**src/logic/bir_defs.svh**
```systemverilog
`ifndef BIR_DEFS_SVH
`define BIR_DEFS_SVH
// Behaviour
// date word: year in upper sixteen bits
// month in low byte, byte one unused
// read-only serial number unique per board
// max sample rate in hertz, unreduced
// installed memory size in bytes, read-only
// two bytes per sample from twelve bits
// option bits 1, 2, 32
// option bits 512, 1024, 8192
// hub module sets 2048 and sync bit
// bit 16384 only on waveform generators
// read-only register reports interrupt line used
// code 30 enters reduced-power mode
// reset or start command ends powerdown
// code 0 resets all settings to default
// memory invalid after powerdown or reset
// code 101 starts standard mode, ends powerdown
// writes to information registers are ignored

// register indexes; byte address is four times the index
`define BIR_IDX_COMMAND 12'h000
`define BIR_IDX_DATE 12'h7e4
`define BIR_IDX_SERIAL 12'h7ee
`define BIR_IDX_RATE 12'h834
`define BIR_IDX_MEMSIZE 12'h83e
`define BIR_IDX_OPTIONS 12'h848
`define BIR_IDX_IRQ 12'h8fc
`define BIR_IDX_STATUS 12'h010
`define BIR_IDX_CAPACITY 12'h011

// date word field positions
`define BIR_DATE_YEAR_LSB 16
`define BIR_DATE_MONTH_LSB 0

// option bit positions
`define BIR_OPT_MULTI_BIT 0
`define BIR_OPT_DIGITAL_BIT 1
`define BIR_OPT_GATE_BIT 5
`define BIR_OPT_SYNC_BIT 9
`define BIR_OPT_TIME_BIT 10
`define BIR_OPT_HUB_BIT 11
`define BIR_OPT_XIO_BIT 13
`define BIR_OPT_AMP_BIT 14

// command codes and reset value
`define BIR_CMD_FULL_RESET 32'h0000_0000
`define BIR_CMD_LOW_POWER 32'h0000_001e
`define BIR_CMD_RUN_STANDARD 32'h0000_0065
`define BIR_COMMAND_RESET 32'h0000_0000

// axi responses
`define BIR_RESP_OKAY 2'h0
`define BIR_RESP_SLVERR 2'h2
`endif

```
**src/logic/bir_pkg.sv**
```systemverilog
package bir_pkg;
  // board power and run mode
  typedef enum logic [1:0] {BIR_MODE_IDLE, BIR_MODE_LOW_POWER, BIR_MODE_RUN} bir_mode_t;

  // register select from address decode
  typedef enum logic [3:0] {
    BIR_SEL_NONE, BIR_SEL_COMMAND, BIR_SEL_DATE, BIR_SEL_SERIAL, BIR_SEL_RATE,
    BIR_SEL_MEMSIZE, BIR_SEL_OPTIONS, BIR_SEL_IRQ, BIR_SEL_STATUS, BIR_SEL_CAPACITY
  } bir_sel_t;

  // whole state of the register bank
  typedef struct packed {
    logic awready;
    logic aw_held;
    logic [15:0] aw_addr;
    logic wready;
    logic w_held;
    logic [31:0] w_data;
    logic [3:0] w_strb;
    logic bvalid;
    logic [1:0] bresp;
    logic arready;
    logic rvalid;
    logic [31:0] rdata;
    logic [1:0] rresp;
    logic [31:0] command;
    bir_mode_t mode;
    logic mem_valid;
    logic board_reset;
    logic low_power;
    logic run_active;
  } bir_state_t;
endpackage : bir_pkg
```
**src/logic/bir_board_regs.sv**
```systemverilog
`include "bir_defs.svh"

module bir_board_regs #(
  parameter int SAMPLE_BITS = 12,   // converter resolution
  parameter bit IS_GENERATOR = 1'b0 // board is a waveform generator
) (
  // clock, reset, enable
  input wire logic ref_clk,
  input wire logic srst,
  input wire logic ce,
  // axi4-lite write address
  input wire logic [15:0] s_axi_awaddr,
  input wire logic s_axi_awvalid,
  output logic s_axi_awready,
  // axi4-lite write data
  input wire logic [31:0] s_axi_wdata,
  input wire logic [3:0] s_axi_wstrb,
  input wire logic s_axi_wvalid,
  output logic s_axi_wready,
  // axi4-lite write response
  output logic [1:0] s_axi_bresp,
  output logic s_axi_bvalid,
  input wire logic s_axi_bready,
  // axi4-lite read address
  input wire logic [15:0] s_axi_araddr,
  input wire logic s_axi_arvalid,
  output logic s_axi_arready,
  // axi4-lite read data
  output logic [31:0] s_axi_rdata,
  output logic [1:0] s_axi_rresp,
  output logic s_axi_rvalid,
  input wire logic s_axi_rready,
  // board information, held steady by the board
  input wire logic [15:0] prod_year,
  input wire logic [7:0] prod_month,
  input wire logic [31:0] board_serial,
  input wire logic [31:0] max_sample_rate,
  input wire logic [31:0] installed_memory_bytes,
  input wire logic [7:0] interrupt_line_used,
  // fitted options
  input wire logic opt_multi_record,
  input wire logic opt_digital_inputs,
  input wire logic opt_gated_sampling,
  input wire logic opt_synchronization,
  input wire logic opt_time_tagging,
  input wire logic opt_sync_hub_module,
  input wire logic opt_extra_io,
  input wire logic opt_amp_calibration,
  // acquisition side
  input wire logic acq_done,
  // board control outputs
  output logic low_power,
  output logic run_active,
  output logic mem_valid,
  output logic board_reset
);

  // register map, byte address four times the index:
  //   command word at index 0x000, the only writable one
  //   information words from 0x7e4 up to 0x8fc
  //   status and capacity words at 0x010 and 0x011
  // any other place, or an address with low bits set,
  // answers with an error and changes no state

  // two bytes per sample from twelve bits upward, else one
  // fixed per build; no run-time setting changes it
  localparam logic [1:0] BYTES_PER_SAMPLE = (SAMPLE_BITS >= 12) ? 2'h2 : 2'h1;

  // one write and one read in flight at most; a master
  // that pipelines requests just sees ready held low.
  // this keeps the slave small at the cost of throughput
  // on back-to-back accesses, which software never needs

  // registered state and its next value
  bir_pkg::bir_state_t st_r;
  bir_pkg::bir_state_t st_nxt;

  // assembled read-only words
  logic [31:0] date_word;
  logic [31:0] options_word;
  logic [31:0] status_word;
  logic [31:0] capacity_word;

  // byte address to register select; used for both read and write
  // one shared decode keeps reads and writes in agreement
  function automatic bir_pkg::bir_sel_t bir_decode(input logic [15:0] addr);
    bir_pkg::bir_sel_t sel;
    sel = bir_pkg::BIR_SEL_NONE;
    // unaligned or beyond the index range maps nowhere
    // upper address bits beyond the map alias nothing
    if (addr[1:0] == 2'h0 && addr[15:14] == 2'h0)
    begin
      case (addr[13:2])
        `BIR_IDX_COMMAND: sel = bir_pkg::BIR_SEL_COMMAND;
        `BIR_IDX_DATE: sel = bir_pkg::BIR_SEL_DATE;
        `BIR_IDX_SERIAL: sel = bir_pkg::BIR_SEL_SERIAL;
        `BIR_IDX_RATE: sel = bir_pkg::BIR_SEL_RATE;
        `BIR_IDX_MEMSIZE: sel = bir_pkg::BIR_SEL_MEMSIZE;
        `BIR_IDX_OPTIONS: sel = bir_pkg::BIR_SEL_OPTIONS;
        `BIR_IDX_IRQ: sel = bir_pkg::BIR_SEL_IRQ;
        `BIR_IDX_STATUS: sel = bir_pkg::BIR_SEL_STATUS;
        `BIR_IDX_CAPACITY: sel = bir_pkg::BIR_SEL_CAPACITY;
        default: sel = bir_pkg::BIR_SEL_NONE;
      endcase
    end
    return sel;
  endfunction : bir_decode

  // straps are sampled when the read address is taken;
  // they must not change while a read is in flight
  // date word: year high, byte one left zero, month low
  always_comb
  begin
    date_word = 32'h0000_0000;
    date_word[`BIR_DATE_YEAR_LSB +: 16] = prod_year;
    date_word[`BIR_DATE_MONTH_LSB +: 8] = prod_month;
  end

  // options word from the fitted-option straps
  // each strap maps onto one fixed bit, the amp strap only on generators, the hub strap also onto the sync bit; unused bits read zero
  always_comb
  begin
    options_word = 32'h0000_0000;
    options_word[`BIR_OPT_MULTI_BIT] = opt_multi_record;
    options_word[`BIR_OPT_DIGITAL_BIT] = opt_digital_inputs;
    options_word[`BIR_OPT_GATE_BIT] = opt_gated_sampling;
    // hub carrier always reports synchronization too
    options_word[`BIR_OPT_SYNC_BIT] = opt_synchronization | opt_sync_hub_module;
    options_word[`BIR_OPT_TIME_BIT] = opt_time_tagging;
    options_word[`BIR_OPT_HUB_BIT] = opt_sync_hub_module;
    options_word[`BIR_OPT_XIO_BIT] = opt_extra_io;
    // amplifier calibration set is meaningless on acquisition boards
    options_word[`BIR_OPT_AMP_BIT] = IS_GENERATOR & opt_amp_calibration;
  end

  // status and capacity words are additions of this bank;
  // they read back live state and never accept writes
  // status word: mode flags, memory validity, sample size
  always_comb
  begin
    status_word = 32'h0000_0000;
    status_word[0] = (st_r.mode == bir_pkg::BIR_MODE_LOW_POWER);
    status_word[1] = (st_r.mode == bir_pkg::BIR_MODE_RUN);
    status_word[2] = st_r.mem_valid;
    status_word[5:4] = BYTES_PER_SAMPLE;
  end

  // capacity in samples; halved when each sample takes two bytes
  // an odd byte count loses its last byte to the halving
  always_comb
  begin
    if (BYTES_PER_SAMPLE == 2'h2)
    begin
      capacity_word = {1'b0, installed_memory_bytes[31:1]};
    end
    else
    begin
      capacity_word = installed_memory_bytes;
    end
  end

  // a single next-state process: every field starts from its
  // held value, so branches only name what changes
  // next-state logic for bus slave and board control
  always_comb
  begin
    // locals first
    bir_pkg::bir_sel_t wsel;
    bir_pkg::bir_sel_t rsel;
    logic [31:0] merged;
    logic do_write;
    int i;
    wsel = bir_pkg::BIR_SEL_NONE;
    rsel = bir_pkg::BIR_SEL_NONE;
    merged = 32'h0000_0000;
    do_write = 1'b0;
    i = 0;
    st_nxt = st_r;
    // reset pulse lasts a single cycle
    st_nxt.board_reset = 1'b0;

    // each half is held here until its partner arrives
    // write address capture
    if (st_r.awready && s_axi_awvalid)
    begin
      st_nxt.aw_held = 1'b1;
      st_nxt.aw_addr = s_axi_awaddr;
    end
    // write data capture, independent of address order
    if (st_r.wready && s_axi_wvalid)
    begin
      st_nxt.w_held = 1'b1;
      st_nxt.w_data = s_axi_wdata;
      st_nxt.w_strb = s_axi_wstrb;
    end

    // bready may come long after bvalid; nothing moves meanwhile
    // response retires when the master takes it
    if (st_r.bvalid && s_axi_bready)
    begin
      st_nxt.bvalid = 1'b0;
    end

    // both halves present and no response pending: perform the write
    if (st_r.aw_held && st_r.w_held && !st_r.bvalid)
    begin
      do_write = 1'b1;
      wsel = bir_decode(st_r.aw_addr);
      st_nxt.aw_held = 1'b0;
      st_nxt.w_held = 1'b0;
      st_nxt.bvalid = 1'b1;
      st_nxt.bresp = `BIR_RESP_OKAY;
      // byte strobes select which lanes change
      // lanes left out keep the old command bytes
      merged = st_r.command;
      for (i = 0; i < 4; i++)
      begin
        if (st_r.w_strb[i])
        begin
          merged[i*8 +: 8] = st_r.w_data[i*8 +: 8];
        end
      end
      if (wsel == bir_pkg::BIR_SEL_NONE)
      begin
        // unmapped address answers with an error
        st_nxt.bresp = `BIR_RESP_SLVERR;
      end
    end

    // command register: the only writable word
    // the code is decoded after the strobe merge, so a
    // partial write may form a command by accident
    if (do_write && wsel == bir_pkg::BIR_SEL_COMMAND)
    begin
      st_nxt.command = merged;
      case (merged)
        `BIR_CMD_FULL_RESET:
        begin
          // every setting back to default, powerdown left
          st_nxt.command = `BIR_COMMAND_RESET;
          st_nxt.mode = bir_pkg::BIR_MODE_IDLE;
          st_nxt.mem_valid = 1'b0;
          st_nxt.board_reset = 1'b1;
        end
        `BIR_CMD_LOW_POWER:
        begin
          // powering down also stops any run
          st_nxt.mode = bir_pkg::BIR_MODE_LOW_POWER;
          st_nxt.mem_valid = 1'b0;
        end
        `BIR_CMD_RUN_STANDARD:
        begin
          // a start also wakes the board
          st_nxt.mode = bir_pkg::BIR_MODE_RUN;
        end
        default:
        begin
          // other codes are stored but steer nothing here
          st_nxt.mode = st_r.mode;
        end
      endcase
    end
    // writes to information registers change nothing

    // a finished acquisition validates memory, but only if the
    // board stays running: a same-cycle powerdown or reset
    // clears it, since that memory may not be read out
    if (acq_done && st_r.mode == bir_pkg::BIR_MODE_RUN && st_nxt.mode == bir_pkg::BIR_MODE_RUN)
    begin
      st_nxt.mem_valid = 1'b1;
    end

    // mode flags kept in their own flops so the pins are clean
    st_nxt.low_power = (st_nxt.mode == bir_pkg::BIR_MODE_LOW_POWER);
    st_nxt.run_active = (st_nxt.mode == bir_pkg::BIR_MODE_RUN);

    // taken from the next state so ready returns on the
    // very edge at which the response is accepted
    // ready for a new address or data only when that half is empty
    st_nxt.awready = !st_nxt.aw_held && !st_nxt.bvalid;
    st_nxt.wready = !st_nxt.w_held && !st_nxt.bvalid;

    // read data retires on master acceptance
    if (st_r.rvalid && s_axi_rready)
    begin
      st_nxt.rvalid = 1'b0;
      st_nxt.arready = 1'b1;
    end

    // read data is captured at acceptance and then held
    // unchanged until the master takes it
    // read address taken: answer next cycle
    if (st_r.arready && s_axi_arvalid)
    begin
      rsel = bir_decode(s_axi_araddr);
      st_nxt.arready = 1'b0;
      st_nxt.rvalid = 1'b1;
      st_nxt.rresp = `BIR_RESP_OKAY;
      case (rsel)
        bir_pkg::BIR_SEL_COMMAND: st_nxt.rdata = st_r.command;
        bir_pkg::BIR_SEL_DATE: st_nxt.rdata = date_word;
        bir_pkg::BIR_SEL_SERIAL: st_nxt.rdata = board_serial;
        bir_pkg::BIR_SEL_RATE: st_nxt.rdata = max_sample_rate;
        bir_pkg::BIR_SEL_MEMSIZE: st_nxt.rdata = installed_memory_bytes;
        bir_pkg::BIR_SEL_OPTIONS: st_nxt.rdata = options_word;
        bir_pkg::BIR_SEL_IRQ: st_nxt.rdata = {24'h00_0000, interrupt_line_used};
        bir_pkg::BIR_SEL_STATUS: st_nxt.rdata = status_word;
        bir_pkg::BIR_SEL_CAPACITY: st_nxt.rdata = capacity_word;
        default:
        begin
          // unmapped read: zero data, error answer
          st_nxt.rdata = 32'h0000_0000;
          st_nxt.rresp = `BIR_RESP_SLVERR;
        end
      endcase
    end
  end

  // srst acts even with the enable low, so a frozen board
  // can still be forced back to a known state
  // state register; enable low freezes everything
  always_ff @(posedge ref_clk)
  begin
    if (srst)
    begin
      st_r.awready <= 1'b1;
      st_r.aw_held <= 1'b0;
      st_r.aw_addr <= 16'h0000;
      st_r.wready <= 1'b1;
      st_r.w_held <= 1'b0;
      st_r.w_data <= 32'h0000_0000;
      st_r.w_strb <= 4'h0;
      st_r.bvalid <= 1'b0;
      st_r.bresp <= `BIR_RESP_OKAY;
      st_r.arready <= 1'b1;
      st_r.rvalid <= 1'b0;
      st_r.rdata <= 32'h0000_0000;
      st_r.rresp <= `BIR_RESP_OKAY;
      st_r.command <= `BIR_COMMAND_RESET;
      st_r.mode <= bir_pkg::BIR_MODE_IDLE;
      st_r.low_power <= 1'b0;
      st_r.run_active <= 1'b0;
      // power-on memory holds nothing worth reading
      st_r.mem_valid <= 1'b0;
      st_r.board_reset <= 1'b0;
    end
    else if (ce)
    begin
      st_r <= st_nxt;
    end
  end

  // bus outputs straight from state flops
  // no output passes through logic after its flop
  assign s_axi_awready = st_r.awready;
  assign s_axi_wready = st_r.wready;
  assign s_axi_bvalid = st_r.bvalid;
  assign s_axi_bresp = st_r.bresp;
  assign s_axi_arready = st_r.arready;
  assign s_axi_rvalid = st_r.rvalid;
  assign s_axi_rdata = st_r.rdata;
  assign s_axi_rresp = st_r.rresp;

  // board control outputs straight from state flops
  // board_reset is a single-cycle pulse; a slow consumer must
  // stretch it on its own side
  assign low_power = st_r.low_power;
  assign run_active = st_r.run_active;
  // readout and replay gated by this flag
  assign mem_valid = st_r.mem_valid;
  assign board_reset = st_r.board_reset;

endmodule : bir_board_regs

```
**config.mk**
```make
export PLATFORM = sky130hd
export DESIGN_NAME = bir_board_regs
export DESIGN_NICKNAME = d
export VERILOG_FILES = /design/src/logic/bir_pkg.sv /design/src/logic/bir_board_regs.sv
export VERILOG_INCLUDE_DIRS = /design/src /design/src/logic
export SDC_FILE = /design/constraint.sdc
export NUM_CORES = 1
export LEC_CHECK = 0
export ABC_AREA = 0
export BUFFER_PORTS_ARGS = -buffer_cell sky130_fd_sc_hd__buf_2
export CAP_MARGIN = 20
export CORE_ASPECT_RATIO = 1.1
export CORE_MARGIN = 1
export CORE_UTILIZATION = 50
export DETAILED_ROUTE_END_ITERATION = 6
export GPL_TIMING_DRIVEN = 0
export PLACE_DENSITY_LB_ADDON = 0.25
export SYNTH_ARGS = -nofsm -noshare
export SYNTH_HDL_FRONTEND = slang
export SYNTH_SLANG_ARGS = --single-unit
```
**constraint.sdc**
```tcl
create_clock -name ref_clk -period 2.81 [get_ports ref_clk]
set_clock_uncertainty 0.1 [all_clocks]
set_input_delay 0.281 -clock ref_clk [delete_from_list [all_inputs] [get_ports ref_clk]]
set_output_delay 0.281 -clock ref_clk [all_outputs]
set_load 0.005 [all_outputs]
```
== Yosys cells after proc, flatten, opt, wreduce, memory -nomap -nowiden ==
Cells that the tools add are included.

* Bits in registers: 133
* Word-level logic and storage cells: 120

* Equality and inequality tests: 32
* Muxes and demuxes: 30
* Bitwise logic cells: 1
* Reductions and logical operators: 38

{| class="wikitable"
|+ Operator list
! cell !! number
|-
| $pmux W32 S9 || 1
|-
| $eq A12 B12 Y1 const B || 8
|-
| $pmux W4 S9 || 2
|-
| $mux W32 || 2
|-
| $eq A12 B11 Y1 const B || 4
|-
| $eq A12 B5 Y1 const B || 4
|-
| $mux W37 || 1
|-
| $mux W36 || 1
|-
| $eq A32 B5 Y1 const B || 1
|-
| $eq A32 B7 Y1 const B || 1
|-
| $logic_not A32 Y1 || 1
|-
| $mux W8 || 4
|-
| $logic_not A12 Y1 || 2
|-
| $mux W4 || 6
|-
| $mux W17 || 1
|-
| $eq A4 B3 Y1 const B || 4
|-
| $logic_and A1 B1 Y1 || 14
|-
| $reduce_and A2 Y1 || 6
|-
| $reduce_or A9 Y1 || 1
|-
| $eq A4 B1 Y1 const B || 2
|-
| $eq A4 B2 Y1 const B || 2
|-
| $eq A4 B4 Y1 const B || 2
|-
| $logic_not A2 Y1 || 4
|-
| $mux W1 || 7
|-
| other kinds (11) || 20
|}

== Logic depth before layout (Yosys ltp) ==
* Depth after elaboration: 12
* Gate-level depth with buffers: 9
* Mapped depth without buffers: 7

== Worst setup path before layout ==
Ideal clock, no wire load.

* Path kind: register to register
* Start: register st_r[125] in the netlist's numbering
* End: register st_r[32] in the netlist's numbering
* Setup time: 0.128 ns
* Arrival: 2.250 ns
* Required time: 2.582 ns
* Setup slack: 0.332 ns
* Cell stages (with the launch flop): 9
* Clock period less this slack: 2.478 ns
* Cell sequence: dfxtp_1 -> nor4b_4 -> a2bb2oi_2 -> or4_4 -> a2111oi_4 -> o21a_1 -> buf_4 -> mux2i_1 -> nor2_1

* Word-level cells in the longest chain between the ends: 8
* Elaborated cells between the ends (all ways): 16
* Those cells by class: eq/ne (9); mux (4); reduce/logical (3)

{| class="wikitable"
|+ RTL lines
! what !! line !! text
|-
| from (decl) || bir_board_regs.sv:75 || <nowiki>bir_pkg::bir_state_t st_r;</nowiki>
|-
| from (signal assigned) || bir_board_regs.sv:349 || <nowiki>st_r <= st_nxt;</nowiki>
|-
| $eq A12 B5 Y1, or another cell as far along || bir_board_regs.sv:93 || <nowiki>case (addr[13:2])</nowiki>
|-
| $pmux W4 S9 (*) || bir_board_regs.sv:93 ||
|-
| $mux W4 (*) || bir_board_regs.sv:91 || <nowiki>if (addr[1:0] == 2'h0 && addr[15:14] == 2'h0)</nowiki>
|-
| $mux W4 (*) (2 in a row) || bir_board_regs.sv:205 || <nowiki>if (st_r.aw_held && st_r.w_held && !st_r.bvalid)</nowiki>
|-
| $eq A4 B1 Y1 (*) || bir_board_regs.sv:233 || <nowiki>if (do_write && wsel == bir_pkg::BIR_SEL_COMMAND)</nowiki>
|-
| $logic_and A1 B1 Y1 (*) || bir_board_regs.sv:233 ||
|-
| $reduce_and A2 Y1 (no line) (*) || -- ||
|}

Every way passes the cells marked *; elsewhere a longest branch is shown, timed or not. The select of a mux whose other input is x is not followed.
A chain may end at the register's enable or synchronous reset.

== Final worst setup path ==
* Start: register st_r[121] in the netlist's numbering
* End: register st_r[33] in the netlist's numbering

The elaborated chain is that of the path after synthesis.

==> results_dict.tcl <==
set metrics [dict create \
    startpoint "st_r[121]$_SDFFE_PP0P_" \
    port_buffers 252 \
    status "completed" \
    drc 0 \
    highest_layer "met4" \
    gp_congestion 0.9637 \
    critical_path.endpoint_type "flop" \
    setup_viol 0 \
    nets 1362 \
    ys_warn_count 0 \
    p_leak_nw 3.913 \
    finalMaxSlewViolations 0 \
    slew-limit-headroom 0.5884 \
    synthFlopType "dfxtp_1" \
    instances_no_fill 1346 \
    htreeDepth 4 \
    max_freq_mhz 374.6 \
    synth_top_area_frac 0.3783 \
    cts_buffer_depth 2 \
    path_class "flop to flop" \
    root_buffer "clkbuf_16" \
    fin_crit_sh 0.9499 \
    cp-endpoint "st_r[33]$_SDFFE_PP0P_" \
    cp.depth 9 \
    dr_wl_met3_mm 1.989 \
    dr_wl_met2_mm 11.44 \
    drive_gt1_frac 0.3107 \
    row_count 44 \
    finalHoldViolations 0 \
    path_clk_slew_ps 60 \
    synth-async-reset-ratio 0 \
    grt_usage 0.3357 \
    syn_inst 835 \
    die_h_um 125.5 \
    rr_endpoint "st_r[33]$_SDFFE_PP0P_" \
    syn_area_um2 6933 \
    timing.hold.ws_ps 9.508 \
    crit_arrival_ps 2850 \
    coreArea_um2 13380 \
    grt_pass1_vias 7444 \
    fin_ws_ps 140.7 \
    critPathTopFamily "simple AND/OR/NAND/NOR gates" \
    fp.dieW_um 114.3 \
    synth_most_common_cell "nand2_1" \
    clock_latency_ps 420 \
    cts_tree "yes" \
    start_util 0.5182 \
    antenna_found_initial 0 \
    seq_area_frac_synth 0.3783 \
    grt_max_degree 17 \
    post_drt_wl_per_cell_um 17.95 \
    hp-class "input pin to flop" \
    synth_top_cells_by_area "dfxtp_1, nand2_1, a21oi_1, mux2i_1, a22o_1" \
    dpl-instance-area_um2 8428 \
    cp_num_buf_inv 2 \
    r2r-start "st_r[121]$_SDFFE_PP0P_" \
    ff2ff_setup_slack_ps 140 \
    dieArea_um2 14340 \
    antenna_cells 0 \
    drv_cap 0 \
    totalWireLength_mm 24.17 \
    start_kind "flop" \
    cpPeakStageDelay_ps 540 \
    drt_iter0_drc 836 \
    cpMostUsedCell "buf_4" \
    avgViaCountPerCell 5.806 \
    power.density_nw_per_um2 508.8 \
    tns_ps 0 \
    path_max_fanout 8 \
    grt_pass1_wl_mm 37.43 \
    routedLengthMet1_mm 9.776 \
    postSynthAreaPerCell_um2 8.303 \
    cpMaxStageDelayCell "or4_4" \
    yosys.area.top_type "dfxtp_1" \
    peakVddDrop_v 0.0004837 \
    synth-edff-count 0 \
    path_cells "nor3b_2 > a2bb2oi_2 > or4_4 > a2111oi_4 > buf_4 > o21a_1 > buf_4 > mux2i_1 > nor2_1" \
    clock_sinks 131 \
    dp_hpwl_mm 18.26 \
    syn_to_final_growth_pct 37.65 \
    ys_seq_elements 131 \
    grt-ovfl-total 0 \
    crit_required_ps 2990 \
    worst_pin_slew_ps 617.4 \
    final_cell_area_um2 9543 \
    yosysUniqueCellTypes 70 \
    firstDrtPassIters 7 \
    ant_nets 0 \
    vias 7815 \
    dp_cells 1272 \
    period_minus_slack_ps 2669 \
    pre_cts_ws_ps -392.3 \
    r2r_cells 9 \
    yosys-top-cells-count "nand2_1, dfxtp_1, a21oi_1" \
    io_pins 258 \
    numCtsBuffers 17 \
]
## where the power goes
group	leakage, nW	total, W	internal (W)	switching (W)
clock network	0.300	0.00241	0.00157	0.000838
logic	2.55	0.000497	0.000237	0.000260
registers	1.06	0.00195	0.00190	0.0000441
## how the worst min path moves through the flow
stage,end,depth (start not counted),startpoint
after floorplan,st_r[115]$_SDFFE_PP0P_,2,s_axi_awaddr[0]
after global placement,st_r[116]$_SDFFE_PP0P_,2,st_r[116]$_SDFFE_PP0P_
after detailed placement,st_r[130]$_SDFFE_PP0P_,2,st_r[130]$_SDFFE_PP0P_
after CTS,s_axi_rdata[28]$_SDFFE_PP0P_,3,max_sample_rate[28]
after global routing,st_r[103]$_SDFFE_PP0P_,3,s_axi_wdata[22]
final,st_r[107]$_SDFFE_PP0P_,3,s_axi_wdata[26]
## tightest hold or removal path, delay by kind of cell
kind | cells | cell delay [ps]
AO/OA/AOI/OAI | 1 | 50
buffers and inverters | 1 | 90
AND/OR/NAND/NOR | 1 | 50
## layout make-up
class / count / area (µm²)
Buffer: 91 / 505.5
Clock buffer: 19 / 432.9
Clock inverter: 13 / 207.7
Fill cell: 1111 / 3835
Inverter: 11 / 41.29
Multi-Input combinational cell: 603 / 3826
Sequential cell: 131 / 2623
Tap cell: 184 / 230.2
Timing Repair Buffer: 294 / 1677
## through the flow
step,utilization,power [W]
floorplan,-,0.002179
global route,0.7133,0.005002
finish,0.7133,0.004855
global placement,0.6300,0.002417
detailed placement,0.6300,0.002423
CTS,0.7078,0.004856
## placed cells by master (no fill, tap or decap), drive strengths merged, types with 11 or more instances in the layout
cell	count
a222oi	17
a21oi	72
nor3	18
o21ai	40
and3	12
buf	305
nor4	16
a32oi	16
nand3	21
mux2i	32
dlygate4sd3	40
a22o	35
clkbuf	59
a211oi	21
inv	11
nand2	132
nor2	51
dfxtp	131
## per-layer routing
layer,track usage,up-vias
met2,0.5515,389
met3,0.07077,63
li1,-,3726
met5,0,-
met4,0.1688,0
met1,0.4132,3637
## timing repair
| action | 4_1_cts | 5_1_grt |
|---|---|---|
| hold buffers | 40 | 0 |
| endpoints found under the hold margin | 40 | 0 |
| setup buffers | 0 | 2 |
| gates resized for setup | 0 | 16 |
| endpoints found under the setup margin | 0 | 64 |
## logic make-up (layout without fill, tap and decap cells)
logic type / Yosys count / after routing / share of synthesized area
AND/OR/NAND/NOR: 292 / 292 / 0.2021
buffers and inverters: 102 / 428 / 0.07833
AO/OA/AOI/OAI: 272 / 272 / 0.2879
other: 1 / 2 / 0.0005409
flip-flops: 131 / 131 / 0.3783
XOR/XNOR: 4 / 4 / 0.005054
multiplexers: 33 / 33 / 0.04783
## state kept, by name (all words and copies together), names as in the netlist
signal	cells
board_reset	1
low_power	1
mem_valid	1
run_active	1
s_axi_arready	1
s_axi_awready	1
s_axi_bresp	1
s_axi_bvalid	1
s_axi_rdata	32
s_axi_rresp	1
s_axi_rvalid	1
s_axi_wready	1
st_r	88
Power figures use the tool's default switching activity.
